--- config.mk ---
export PLATFORM = sky130hd
export DESIGN_NAME = user_output_select
export DESIGN_NICKNAME = d
export VERILOG_FILES = /design/src/logic/user_output_pkg.sv /design/src/logic/user_output_select.sv /design/src/logic/line_input_format.sv
export SDC_FILE = /design/constraint.sdc
export NUM_CORES = 1
export LEC_CHECK = 0
export ABC_AREA = 1
export BUFFER_PORTS_ARGS = -buffer_cell sky130_fd_sc_hd__buf_2
export CORE_MARGIN = 3
export CORE_UTILIZATION = 47
export DETAILED_ROUTE_END_ITERATION = 8
export GPL_ROUTABILITY_DRIVEN = 0
export PLACE_DENSITY = 0.83
export SLEW_MARGIN = 20
export SYNTH_ARGS = -nofsm -noshare
export SYNTH_HDL_FRONTEND = slang
export SYNTH_SLANG_ARGS = --single-unit
--- constraint.sdc ---
create_clock -name clk_i -period 1.2 [get_ports clk_i]
set_input_delay 0.24 -clock clk_i [delete_from_list [all_inputs] [get_ports clk_i]]
set_output_delay 0.24 -clock clk_i [all_outputs]
set_load 0.03 [all_outputs]
--- src/logic/user_output_pkg.sv ---
/*
 * Constants and types for the user-configurable output pins and the
 * alternate receive-input formats of one transceiver.
 * Assumes one master clock and an 8-bit register port.
 */
package user_output_pkg;

    // Register offsets on the register port
    localparam logic [7:0] FIRST_PIN_CONTROL_ADDR  = 8'h1a;
    localparam logic [7:0] SECOND_PIN_CONTROL_ADDR = 8'h1b;

    // Values after reset
    localparam logic [7:0] PIN_CONTROL_RESET = 8'h00;
    localparam logic [7:0] READ_IDLE_VALUE   = 8'h00;

    // Field positions inside a control register
    localparam int HIGH_ENABLE_BIT = 7;
    localparam int CMI_INVERT_BIT  = 6;
    localparam int CMI_ENABLE_BIT  = 5;
    localparam int LEVEL_BIT       = 4;
    localparam int SELECT_LSB      = 0;
    localparam int SELECT_WIDTH    = 4;

    typedef enum logic [3:0] {
        SEL_STATIC        = 4'h0,
        SEL_RX_CLOCK      = 4'h1,
        SEL_LOSS_SYNC     = 4'h2,
        SEL_LOSS_CARRIER  = 4'h3,
        SEL_REMOTE_ALARM  = 4'h4,
        SEL_ALL_ONES      = 4'h5,
        SEL_SLIP          = 4'h6,
        SEL_CRC_ERROR     = 4'h7,
        SEL_LOSS_TX_CLOCK = 4'h8,
        SEL_FRAME_SYNC    = 4'h9,
        SEL_PRBS_ERROR    = 4'ha,
        SEL_DATA_TAP      = 4'hb,
        SEL_CRC4_MF_SYNC  = 4'hc,
        SEL_CAS_MF_SYNC   = 4'hd,
        SEL_CURRENT_LIMIT = 4'he,
        SEL_TX_RAILS      = 4'hf
    } pin_select_e;

    // Bit 7 is ttl_rail_input_enable (first) or clocked_nonreturn_input_enable
    // (second); bits 6 and 5 are the coded-mark controls (first only)
    typedef struct packed {
        logic        high_enable;
        logic        cmi_invert;
        logic        cmi_enable;
        logic        level_invert;
        pin_select_e select;
    } pin_ctrl_s;

    // Sources that may be routed to the pins, all on the master clock
    typedef struct packed {
        logic rx_clock;
        logic loss_sync;
        logic loss_carrier;
        logic remote_alarm;
        logic all_ones;
        logic slip;
        logic crc_error;
        logic loss_tx_clock;
        logic frame_sync;
        logic prbs_error;
        logic crc4_mf_sync;
        logic cas_mf_sync;
        logic current_limit;
        logic rx_serial;
        logic tx_nrz;
        logic transmit_positive_rail;
        logic transmit_negative_rail;
    } line_status_s;

    // Formatted receive data handed to the receiver
    typedef struct packed {
        logic positive;
        logic negative;
        logic valid;
    } rx_line_s;

endpackage

--- src/logic/user_output_select.sv ---
/*
 * Two user-configurable output pins of one transceiver, their two control
 * registers, and the alternate receive-input formats they enable.
 * Assumes status sources arrive on clk_i; line pins are asynchronous.
 */
// What this block does
// - Two output pins can each show a clock, an alarm, a static level or transmit data.
// - Bits 3 to 0 of each pin's own control register choose that pin's function.
// - For a clock or alarm, bit 4 at one gives active high and at zero active low.
// - With the select field all zero, each pin drives the level of its own bit 4.
// - Bit 7 of the first register makes the line inputs TTL positive and negative rails.
// - Bit 6 of the first register inverts coded-mark input data when set.
// - Bit 5 of the first register enables coded-mark line code when set.
// - Bit 7 of the second register turns the line inputs into NRZ data and its clock.
// - Slip selection pulses once per slip; CRC selection pulses per bad multiframe, held inactive on sync loss.
// - Data-tap selection: second pin carries transmit NRZ, first pin received serial data.
// - Encoded-transmit selection: first pin negative rail, second pin positive rail.
// - Pattern-error selection emits a pulse for each received test-pattern bit error.
`timescale 1ns/10ps
module user_output_select (
    input  wire logic                        clk_i,                   // Master clock
    input  wire logic                        rst_b_i,                 // Async reset, low
    input  wire logic [7:0]                  reg_addr_i,              // Register address
    input  wire logic                        reg_wr_i,                // Write strobe
    input  wire logic                        reg_rd_i,                // Read strobe
    input  wire logic [7:0]                  reg_wdata_i,             // Write data
    output logic      [7:0]                  reg_rdata_o,             // Read data
    input  user_output_pkg::line_status_s    status_i,                // Routable sources
    input  wire logic                        receive_line_positive_i, // Positive line pin
    input  wire logic                        receive_line_negative_i, // Negative line pin
    output user_output_pkg::rx_line_s        rx_line_o,               // Formatted rx data
    output logic                             first_user_pin_o,        // First user pin
    output logic                             second_user_pin_o        // Second user pin
);

    user_output_pkg::pin_ctrl_s ctrl_reg [2];
    logic [7:0]                 rdata_reg;
    logic [1:0]                 pin_out;

    // Control registers
    always_ff @(posedge clk_i or negedge rst_b_i) begin
        if (!rst_b_i) begin
            ctrl_reg[0] <= user_output_pkg::pin_ctrl_s'(
                user_output_pkg::PIN_CONTROL_RESET);
            ctrl_reg[1] <= user_output_pkg::pin_ctrl_s'(
                user_output_pkg::PIN_CONTROL_RESET);
        end else if (reg_wr_i) begin
            if (reg_addr_i == user_output_pkg::FIRST_PIN_CONTROL_ADDR) begin
                ctrl_reg[0] <= user_output_pkg::pin_ctrl_s'(reg_wdata_i);
            end
            if (reg_addr_i == user_output_pkg::SECOND_PIN_CONTROL_ADDR) begin
                ctrl_reg[1] <= user_output_pkg::pin_ctrl_s'(reg_wdata_i);
            end
        end
    end

    // Read data, zero for unmapped addresses
    always_ff @(posedge clk_i or negedge rst_b_i) begin
        if (!rst_b_i) begin
            rdata_reg <= user_output_pkg::READ_IDLE_VALUE;
        end else if (reg_rd_i) begin
            case (reg_addr_i)
                user_output_pkg::FIRST_PIN_CONTROL_ADDR:  rdata_reg <= ctrl_reg[0];
                user_output_pkg::SECOND_PIN_CONTROL_ADDR: rdata_reg <= ctrl_reg[1];
                default: rdata_reg <= user_output_pkg::READ_IDLE_VALUE;
            endcase
        end
    end

    assign reg_rdata_o = rdata_reg;

    // Per-pin source selection
    for (genvar g = 0; g < 2; g++) begin : g_pin
        logic src;
        logic is_tap;
        logic pin_next;
        logic pin_reg;

        always_comb begin
            src    = 1'b0;
            is_tap = 1'b0;
            case (ctrl_reg[g].select)
                user_output_pkg::SEL_STATIC:        src = 1'b0;
                user_output_pkg::SEL_RX_CLOCK:      src = status_i.rx_clock;
                user_output_pkg::SEL_LOSS_SYNC:     src = status_i.loss_sync;
                user_output_pkg::SEL_LOSS_CARRIER:  src = status_i.loss_carrier;
                user_output_pkg::SEL_REMOTE_ALARM:  src = status_i.remote_alarm;
                user_output_pkg::SEL_ALL_ONES:      src = status_i.all_ones;
                user_output_pkg::SEL_SLIP:          src = status_i.slip;
                user_output_pkg::SEL_CRC_ERROR:
                    src = status_i.crc_error && !status_i.loss_sync;
                user_output_pkg::SEL_LOSS_TX_CLOCK: src = status_i.loss_tx_clock;
                user_output_pkg::SEL_FRAME_SYNC:    src = status_i.frame_sync;
                user_output_pkg::SEL_PRBS_ERROR:    src = status_i.prbs_error;
                user_output_pkg::SEL_DATA_TAP: begin
                    is_tap = 1'b1;
                    src    = (g == 0) ? status_i.rx_serial : status_i.tx_nrz;
                end
                user_output_pkg::SEL_CRC4_MF_SYNC:  src = status_i.crc4_mf_sync;
                user_output_pkg::SEL_CAS_MF_SYNC:   src = status_i.cas_mf_sync;
                user_output_pkg::SEL_CURRENT_LIMIT: src = status_i.current_limit;
                user_output_pkg::SEL_TX_RAILS: begin
                    is_tap = 1'b1;
                    src    = (g == 0) ? status_i.transmit_negative_rail
                                      : status_i.transmit_positive_rail;
                end
                default:                            src = 1'b0;
            endcase
            if (ctrl_reg[g].select == user_output_pkg::SEL_STATIC) begin
                pin_next = ctrl_reg[g].level_invert;
            end else if (is_tap) begin
                pin_next = src;
            end else begin
                pin_next = ctrl_reg[g].level_invert ? src : !src;
            end
        end

        always_ff @(posedge clk_i or negedge rst_b_i) begin
            if (!rst_b_i) begin
                pin_reg <= 1'b0;
            end else begin
                pin_reg <= pin_next;
            end
        end

        assign pin_out[g] = pin_reg;
    end

    assign first_user_pin_o  = pin_out[0];
    assign second_user_pin_o = pin_out[1];

    // Alternate receive-input formats; second register bits 6 and 5 are unused
    line_input_format u_line_input_format (
        .clk_i                            (clk_i),
        .rst_b_i                          (rst_b_i),
        .receive_line_positive_i          (receive_line_positive_i),
        .receive_line_negative_i          (receive_line_negative_i),
        .ttl_rail_input_enable_i          (ctrl_reg[0].high_enable),
        .coded_mark_enable_i              (ctrl_reg[0].cmi_enable),
        .coded_mark_input_invert_i        (ctrl_reg[0].cmi_invert),
        .clocked_nonreturn_input_enable_i (ctrl_reg[1].high_enable),
        .rx_line_o                        (rx_line_o)
    );
endmodule

--- src/logic/line_input_format.sv ---
/*
 * Receive-input format selection: normal rails, TTL rails, coded-mark
 * data with optional inversion, or NRZ data with a clock on the negative line.
 * Assumes the line pins are asynchronous to clk_i.
 */
`timescale 1ns/10ps
module line_input_format (
    input  wire logic                       clk_i,                  // Master clock
    input  wire logic                       rst_b_i,                // Async reset, low
    input  wire logic                       receive_line_positive_i, // Positive line pin
    input  wire logic                       receive_line_negative_i, // Negative line pin
    input  wire logic                       ttl_rail_input_enable_i, // TTL rail mode
    input  wire logic                       coded_mark_enable_i,    // CMI mode
    input  wire logic                       coded_mark_input_invert_i, // CMI inversion
    input  wire logic                       clocked_nonreturn_input_enable_i, // NRZ mode
    output user_output_pkg::rx_line_s       rx_line_o               // Formatted data
);

    logic pos_meta_reg;
    logic pos_sync_reg;
    logic neg_meta_reg;
    logic neg_sync_reg;
    logic neg_prev_reg;
    user_output_pkg::rx_line_s line_reg;

    // Two-stage synchronisers
    always_ff @(posedge clk_i or negedge rst_b_i) begin
        if (!rst_b_i) begin
            pos_meta_reg <= 1'b0;
            pos_sync_reg <= 1'b0;
            neg_meta_reg <= 1'b0;
            neg_sync_reg <= 1'b0;
            neg_prev_reg <= 1'b0;
        end else begin
            pos_meta_reg <= receive_line_positive_i;
            pos_sync_reg <= pos_meta_reg;
            neg_meta_reg <= receive_line_negative_i;
            neg_sync_reg <= neg_meta_reg;
            neg_prev_reg <= neg_sync_reg;
        end
    end

    always_ff @(posedge clk_i or negedge rst_b_i) begin
        if (!rst_b_i) begin
            line_reg <= '0;
        end else if (clocked_nonreturn_input_enable_i) begin
            // Data taken on the falling edge of the negative-line clock
            line_reg.positive <= (neg_prev_reg && !neg_sync_reg) ? pos_sync_reg
                                                                 : line_reg.positive;
            line_reg.negative <= 1'b0;
            line_reg.valid    <= neg_prev_reg && !neg_sync_reg;
        end else if (ttl_rail_input_enable_i) begin
            line_reg.positive <= pos_sync_reg;
            line_reg.negative <= neg_sync_reg;
            line_reg.valid    <= 1'b1;
        end else if (coded_mark_enable_i) begin
            line_reg.positive <= pos_sync_reg ^ coded_mark_input_invert_i;
            line_reg.negative <= 1'b0;
            line_reg.valid    <= 1'b1;
        end else begin
            line_reg.positive <= pos_sync_reg;
            line_reg.negative <= neg_sync_reg;
            line_reg.valid    <= 1'b1;
        end
    end

    assign rx_line_o = line_reg;

endmodule

==> results of run 1 <==
-- worst paths after layout --
path / from / end / slack [ns] / cells past startpoint
setup / recovery: ctrl_reg[8]$_DFFE_PN0P_ / first_user_pin_o$_DFF_PN0_ / -0.12 / 8
hold / removal: receive_line_negative_i / u_line_input_format.neg_meta_reg$_DFF_PN0_ / 0.06 / 1
min in group asynchronous: rst_b_i / ctrl_reg[5]$_DFFE_PN0P_ / 0.52 / 3
hold reg to reg: u_line_input_format.neg_meta_reg$_DFF_PN0_ / u_line_input_format.neg_sync_reg$_DFF_PN0_ / 0.35 / 0
max in group asynchronous: rst_b_i / ctrl_reg[8]$_DFFE_PN0P_ / 0.36 / 3
setup reg to reg: ctrl_reg[8]$_DFFE_PN0P_ / first_user_pin_o$_DFF_PN0_ / -0.12 / 8
-- power by group through the flow --
stage | registers [W] | clock network, W | logic, W
3_5_place_dp | 0.00128 | 0 | 0.000479
3_3_place_gp | 0.00128 | 0 | 0.000470
4_1_cts | 0.00127 | 0.000768 | 0.000497
6_report | 0.00127 | 0.000767 | 0.000528
5_1_grt | 0.00128 | 0.000819 | 0.000588
2_1_floorplan | 0.00132 | 0 | 0.000222
-- per-stage QoR --
stage	instance area, µm²	utilization, %	setup TNS [ns]
final	2500	66.7	-0.225
after global routing	2500	66.7	-0.697
after CTS	2410	64.3	-0.159
after detailed placement	2290	61.2	-4.23
after global placement	2290	61.2	-3.09
after floorplan	1870	-	-0.102
-- metal layers --
metal	vias to the layer above	GRT usage, %	part of all wire (%)
met5	-	0	0
met4	0	11.4	3.0
met3	13	3.89	5.0
met2	60	30.0	48
met1	850	28.5	44
li1	939	-	-
-- cell usage after synthesis --
master	n	area [µm²]
nor2_1	31	116
o211ai_1	1	7.51
inv_1	31	116
nor2_4	1	11.3
nand2_1	76	285
nand3_1	30	150
o21a_1	1	7.51
nand2_2	1	6.26
buf_2	4	20.0
nor4_4	1	21.3
o21ai_0	22	110
dfrtp_1	34	851
nand3_4	1	17.5
nor3b_4	1	18.8
clkbuf_1	1	3.75
o21ai_1	3	15.0
nor3_1	2	10.0
o21bai_1	1	7.51
a21oi_2	5	43.8
buf_6	2	22.5
a21oi_1	1	5.00
buf_4	1	7.51
-- repair_timing --
item	in CTS	in global routing
hold buffers	1	0
cloned	0	1
endpoints found under the hold margin	34	0
buffers inserted	0	2
endpoints found under the setup margin	3	11
pin swaps	8	6
resized for setup	13	23
-- area by class of cell --
type                            count  area [µm²]
Fill cell                         310        1240
Multi-Input combinational cell    178         902
Sequential cell                    34         856
Timing Repair Buffer               74         475
Inverter                           31         129
Clock buffer                        7        76.3
Tap cell                           48        60.1
-- worst max-delay path: cells and delay by family, from the launching register on --
| family | cells | cell delay [ns] |
|---|---|---|
| AND/OR/NAND/NOR | 6 | 0.49 |
| buffers and inverters | 1 | 0.15 |
| AO/OA/AOI/OAI | 1 | 0.13 |
| flip-flops | 1 | 0.48 |
-- cells by family (layout without fill, tap and decap cells) --
family                 Yosys count  count (layout)
and+or+nand+nor                144             144
DFF                             34              34
buffers and inverters           39             112
AOI/OAI and AO/OA               34              34
==> flow_metrics.env, run 1 <==
export IMPL_status="complete, but fails checks"
export IMPL_violations="negative setup slack"
export IMPL_synth_fa_ha_area_share_pct=0
export IMPL_gr_usage_all_layers_pct=20.5
export IMPL_cp_common_cell="nor2_1"
export IMPL_yosysUniqueCellTypes=22
export IMPL_muxShareOfSynthArea_pct=0
export IMPL_setup_ws_ns=-0.120
export IMPL_synth_top_family_by_area="simple AND/OR/NAND/NOR gates"
export IMPL_path_cells="buf_6 -> nand3_2 -> nand2_1 -> o21ai_1 -> nand2_1 -> nor2_1 -> nor2_1 -> nor2_1"
export IMPL_area_growth_syn_to_layout_pct=34.8
export IMPL_grt_pass1_wl_um=7040
export IMPL_start_util_pct=49.5
export IMPL_internal_power_w=0.00184
export IMPL_core_area_um2=3740
export IMPL_wirelength_um=4690
export IMPL_grt_max_degree=35
export IMPL_largest_reg_flops=16
export IMPL_synth_warnings=0
export IMPL_cp_arrival_ns=1.52
export IMPL_pre_cts_ws_ns=-0.210
export IMPL_final_min_clock_period_ns=1.32
export IMPL_antenna_found_initial=0
export IMPL_n_antenna_cell=0
export IMPL_grt_overflow_total=0
export IMPL_power_frac_comb_pct=20.6
export IMPL_portBuffers=51
export IMPL_layout_common_cells="nand2_1 (69), buf_2 (51), nor2_1 (30), dfrtp_1 (30), inv_1 (25)"
export IMPL_cts_root_buf="clkbuf_8"
export IMPL_crit_type="reg2reg"
export IMPL_post_route_drc_count=0
export IMPL_rsz0062_at_grt="true"
export IMPL_sequentialPowerShare_pct=49.5
export IMPL_synth_compound_area_share_pct=10.6
export IMPL_drive_above_1_share_pct=35.2
export IMPL_yosys_area_share_simple_pct=34.3
export IMPL_ys_ff_latch=34
export IMPL_powerDensity_nw_per_um2=1030
export IMPL_vias=1862
export IMPL_max_cap_violations=0
export IMPL_crit_required_ns=1.40
export IMPL_synth_net_count=290
export IMPL_cpMaxStageDelayCell="dfrtp_2"
export IMPL_holdWs_ns=0.0606
export IMPL_min_path_type="in2reg"
export IMPL_cts_sinks=34
export IMPL_dp_cells=361
export IMPL_report_final_slew_viol_count=0
export IMPL_antenna_left=0
export IMPL_clk_pin_slew_worst_paths_ns=0.06
export IMPL_vias_per_cell=5.01
export IMPL_clkLatencyLatePin_ns=0.28
export IMPL_h_tree_depth=2
export IMPL_cts_buffers=5
export IMPL_synth_avg_cell_area_um2=7.39
export IMPL_io_pins=52
export IMPL_end_kind="register"
export IMPL_power_frac_clock_pct=29.9
export IMPL_critical_path_peak_fanout=7
export IMPL_die_area_um2=4730
export IMPL_tightest_slew_ns=0.406
export IMPL_synth_xor_area_share_pct=0
export IMPL_slew_headroom_pct=72.9
export IMPL_seq_area_frac_synth_pct=45.9
export IMPL_hpwl_um=3280
export IMPL_fin_worst_skew_ns=0.00248
export IMPL_power_w=0.00257
export IMPL_final_nets=363
export IMPL_grt_pass1_vias=1657
export IMPL_dieHeight_um=68.8
export IMPL_p_leak_nw=1.38
export IMPL_ctsLongestPathBuffers=2
export IMPL_peakVddDrop_mv=0.743
export IMPL_die_x_um=68.8
export IMPL_stdcell_count=372
export IMPL_swShare_pct=28.4
export IMPL_synthCells=251
export IMPL_rows=22
export IMPL_cp_start_kind="register"
export IMPL_setup_viol=2
export IMPL_fin_crit_sh_pct=110
export IMPL_cts_tree="built"
export IMPL_p_switching_w=0.000730
export IMPL_max_freq_mhz=757
export IMPL_netlist_area_um2=1850
export IMPL_wl_per_cell_um=12.6
export IMPL_drt_iter0_drc=119
export IMPL_critical_path_max_stage_delay_ns=0.48
export IMPL_hold_viol_final=0
export IMPL_first_pass_iters=4
export IMPL_mostFrequentLayoutCell="nand2_1"
No activity file was read; power rests on OpenSTA's default activity.
==> inputs of run 2 (changes only) <==
- CORE_UTILIZATION: 47 -> 52
- PLACE_DENSITY: 0.83 -> 0.87
- clock period: 1.2 -> 1.5 ns (I/O delays scaled with it)
==> run 2 against run 1 <==
  * The run now ends clean
  * Combinational power shrank 35%
  * Worst hold slack gained 0.010 ns
  * Wire length shrank 14%
  * Critical endpoint unchanged
  * Sequential cell count is the same
==> flow_metrics.env, run 2 (synthesis gave the netlist of run 1 again) <==
export IMPL_status="finished, final reports clean"
export IMPL_p_leak_nw=1.27
export IMPL_post_route_drc_count=0
export IMPL_fin_worst_skew_ns=0.00560
export IMPL_cp_start_kind="register"
export IMPL_io_pins=52
export IMPL_grt_max_degree=35
export IMPL_layout_common_cells="nand2_1 (76), buf_2 (51), inv_1 (31), nor2_1 (31), dfrtp_1 (31)"
export IMPL_critical_path_max_stage_delay_ns=0.46
export IMPL_crit_required_ns=1.73
export IMPL_power_w=0.00197
export IMPL_report_final_slew_viol_count=0
export IMPL_final_nets=346
export IMPL_core_area_um2=3390
export IMPL_cp_common_cell="nand2_1"
export IMPL_h_tree_depth=2
export IMPL_path_cells="inv_1 -> o21ai_0 -> nand3_1 -> nand2_1 -> nand2_1 -> nor3_1 -> nor2_1"
export IMPL_max_freq_mhz=744
export IMPL_final_min_clock_period_ns=1.34
export IMPL_critical_path_peak_fanout=9
export IMPL_die_x_um=65.7
export IMPL_ctsLongestPathBuffers=2
export IMPL_grt_overflow_total=0
export IMPL_antenna_left=0
export IMPL_p_switching_w=0.000549
export IMPL_antenna_found_initial=0
export IMPL_wirelength_um=4060
export IMPL_power_frac_clock_pct=31.0
export IMPL_min_path_type="in2reg"
export IMPL_swShare_pct=27.8
export IMPL_drive_above_1_share_pct=25.0
export IMPL_dieHeight_um=65.7
export IMPL_vias_per_cell=5.01
export IMPL_crit_type="reg2reg"
export IMPL_grt_pass1_wl_um=6880
export IMPL_cts_buffers=5
export IMPL_powerDensity_nw_per_um2=870
export IMPL_fin_crit_sh_pct=89.6
export IMPL_n_antenna_cell=0
export IMPL_gr_usage_all_layers_pct=20.8
export IMPL_crit_buf_inv=1
export IMPL_drt_iter0_drc=94
export IMPL_wl_per_cell_um=11.5
export IMPL_setup_viol=0
export IMPL_area_growth_syn_to_layout_pct=22.3
export IMPL_first_pass_iters=4
export IMPL_die_area_um2=4320
export IMPL_cp_top_family="flip-flops"
export IMPL_internal_power_w=0.00142
export IMPL_rsz0062_at_grt="false"
export IMPL_hpwl_um=3080
export IMPL_cts_tree="built"
export IMPL_tightest_slew_ns=0.364
export IMPL_r2r_slack_ns=0.16
export IMPL_cts_root_buf="clkbuf_4"
export IMPL_rows=21
export IMPL_start_util_pct=54.7
export IMPL_mostFrequentLayoutCell="nand2_1"
export IMPL_tns_ns=0
export IMPL_end_kind="register"
export IMPL_clkLatencyLatePin_ns=0.33
export IMPL_power_frac_comb_pct=17.5
export IMPL_hold_viol_final=0
export IMPL_portBuffers=51
export IMPL_max_cap_violations=0
export IMPL_grt_pass1_vias=1647
export IMPL_largest_reg_flops=16
export IMPL_fillerInstances=280
export IMPL_cts_sinks=34
export IMPL_slew_headroom_pct=75.7
export IMPL_cp_arrival_ns=1.57
export IMPL_sequentialPowerShare_pct=51.5
export IMPL_vias=1772
export IMPL_peakVddDrop_mv=0.567
export IMPL_clk_pin_slew_worst_paths_ns=0.10
export IMPL_cpMaxStageDelayCell="dfrtp_2"
==> run 2: layout make-up <==
class | count | area [µm²] | share of cell area [%]
Clock buffer | 8 | 78.8 | 3.47
Inverter | 31 | 116 | 5.13
Multi-Input combinational cell | 178 | 833 | 36.7
Sequential cell | 34 | 855 | 37.7
Tap cell | 46 | 57.6 | 2.54
Timing Repair Buffer | 57 | 328 | 14.5
==> run 2: path summary, 6_finish.rpt <==
kind                                                                 start                                    endpoint  cells after the start
worst max register to register                     ctrl_reg[9]$_DFFE_PN0P_                  first_user_pin_o$_DFF_PN0_                      7
worst min register to register  u_line_input_format.pos_meta_reg$_DFF_PN0_  u_line_input_format.pos_sync_reg$_DFF_PN0_                      0
max in group asynchronous                                          rst_b_i                     ctrl_reg[9]$_DFFE_PN0P_                      3
worst min-delay path                               receive_line_positive_i  u_line_input_format.pos_meta_reg$_DFF_PN0_                      1
worst max-delay path                               ctrl_reg[9]$_DFFE_PN0P_                  first_user_pin_o$_DFF_PN0_                      7
min in group asynchronous                                          rst_b_i  u_line_input_format.pos_sync_reg$_DFF_PN0_                      3
==> run 2: layer usage <==
metal  GRT usage, %  share of wire (%)
met5              0                  0
met4           10.1                2.6
met3           4.44                6.4
met2           32.4                 45
met1           27.2                 46
==> run 2: worst reg2reg max path: cells and delay by family (launching register included) <==
family / cells / cell delay [ns]
compound gates: 1 / 0.17
flops: 1 / 0.46
simple gates: 5 / 0.46
buf+inv: 1 / 0.15
==> run 2: what timing repair did <==
| action | in CTS | in global routing |
|---|---|---|
| endpoints found under the setup margin | 0 | 2 |
| setup buffers | 0 | 0 |
| resized for setup | 0 | 3 |
| hold endpoints to repair | 34 | 0 |
| hold buffers | 1 | 0 |
==> run 2: stage by stage <==
stage                     worst slack, ns  hold slack, ns  utilization [%]  cells  instance area, µm²
after floorplan                     0.217         0.00441                -    251                1850
final                               0.156          0.0709             66.9    354                2270
after CTS                          0.0620          0.0620             66.8    354                2260
after global placement             0.0235           0.267             64.2    345                2180
after detailed placement          0.00219           0.267             64.2    345                2180
after global routing              0.00231          0.0598             66.9    354                2270
==> run 2: power groups by stage <==
stage	Combinational (W)	Sequential (W)	Clock, W
final	0.000345	0.00102	0.000612
after global routing	0.000387	0.00102	0.000661
after CTS	0.000345	0.00101	0.000622
after detailed placement	0.000342	0.00103	0
after global placement	0.000337	0.00103	0
after floorplan	0.000174	0.00105	0
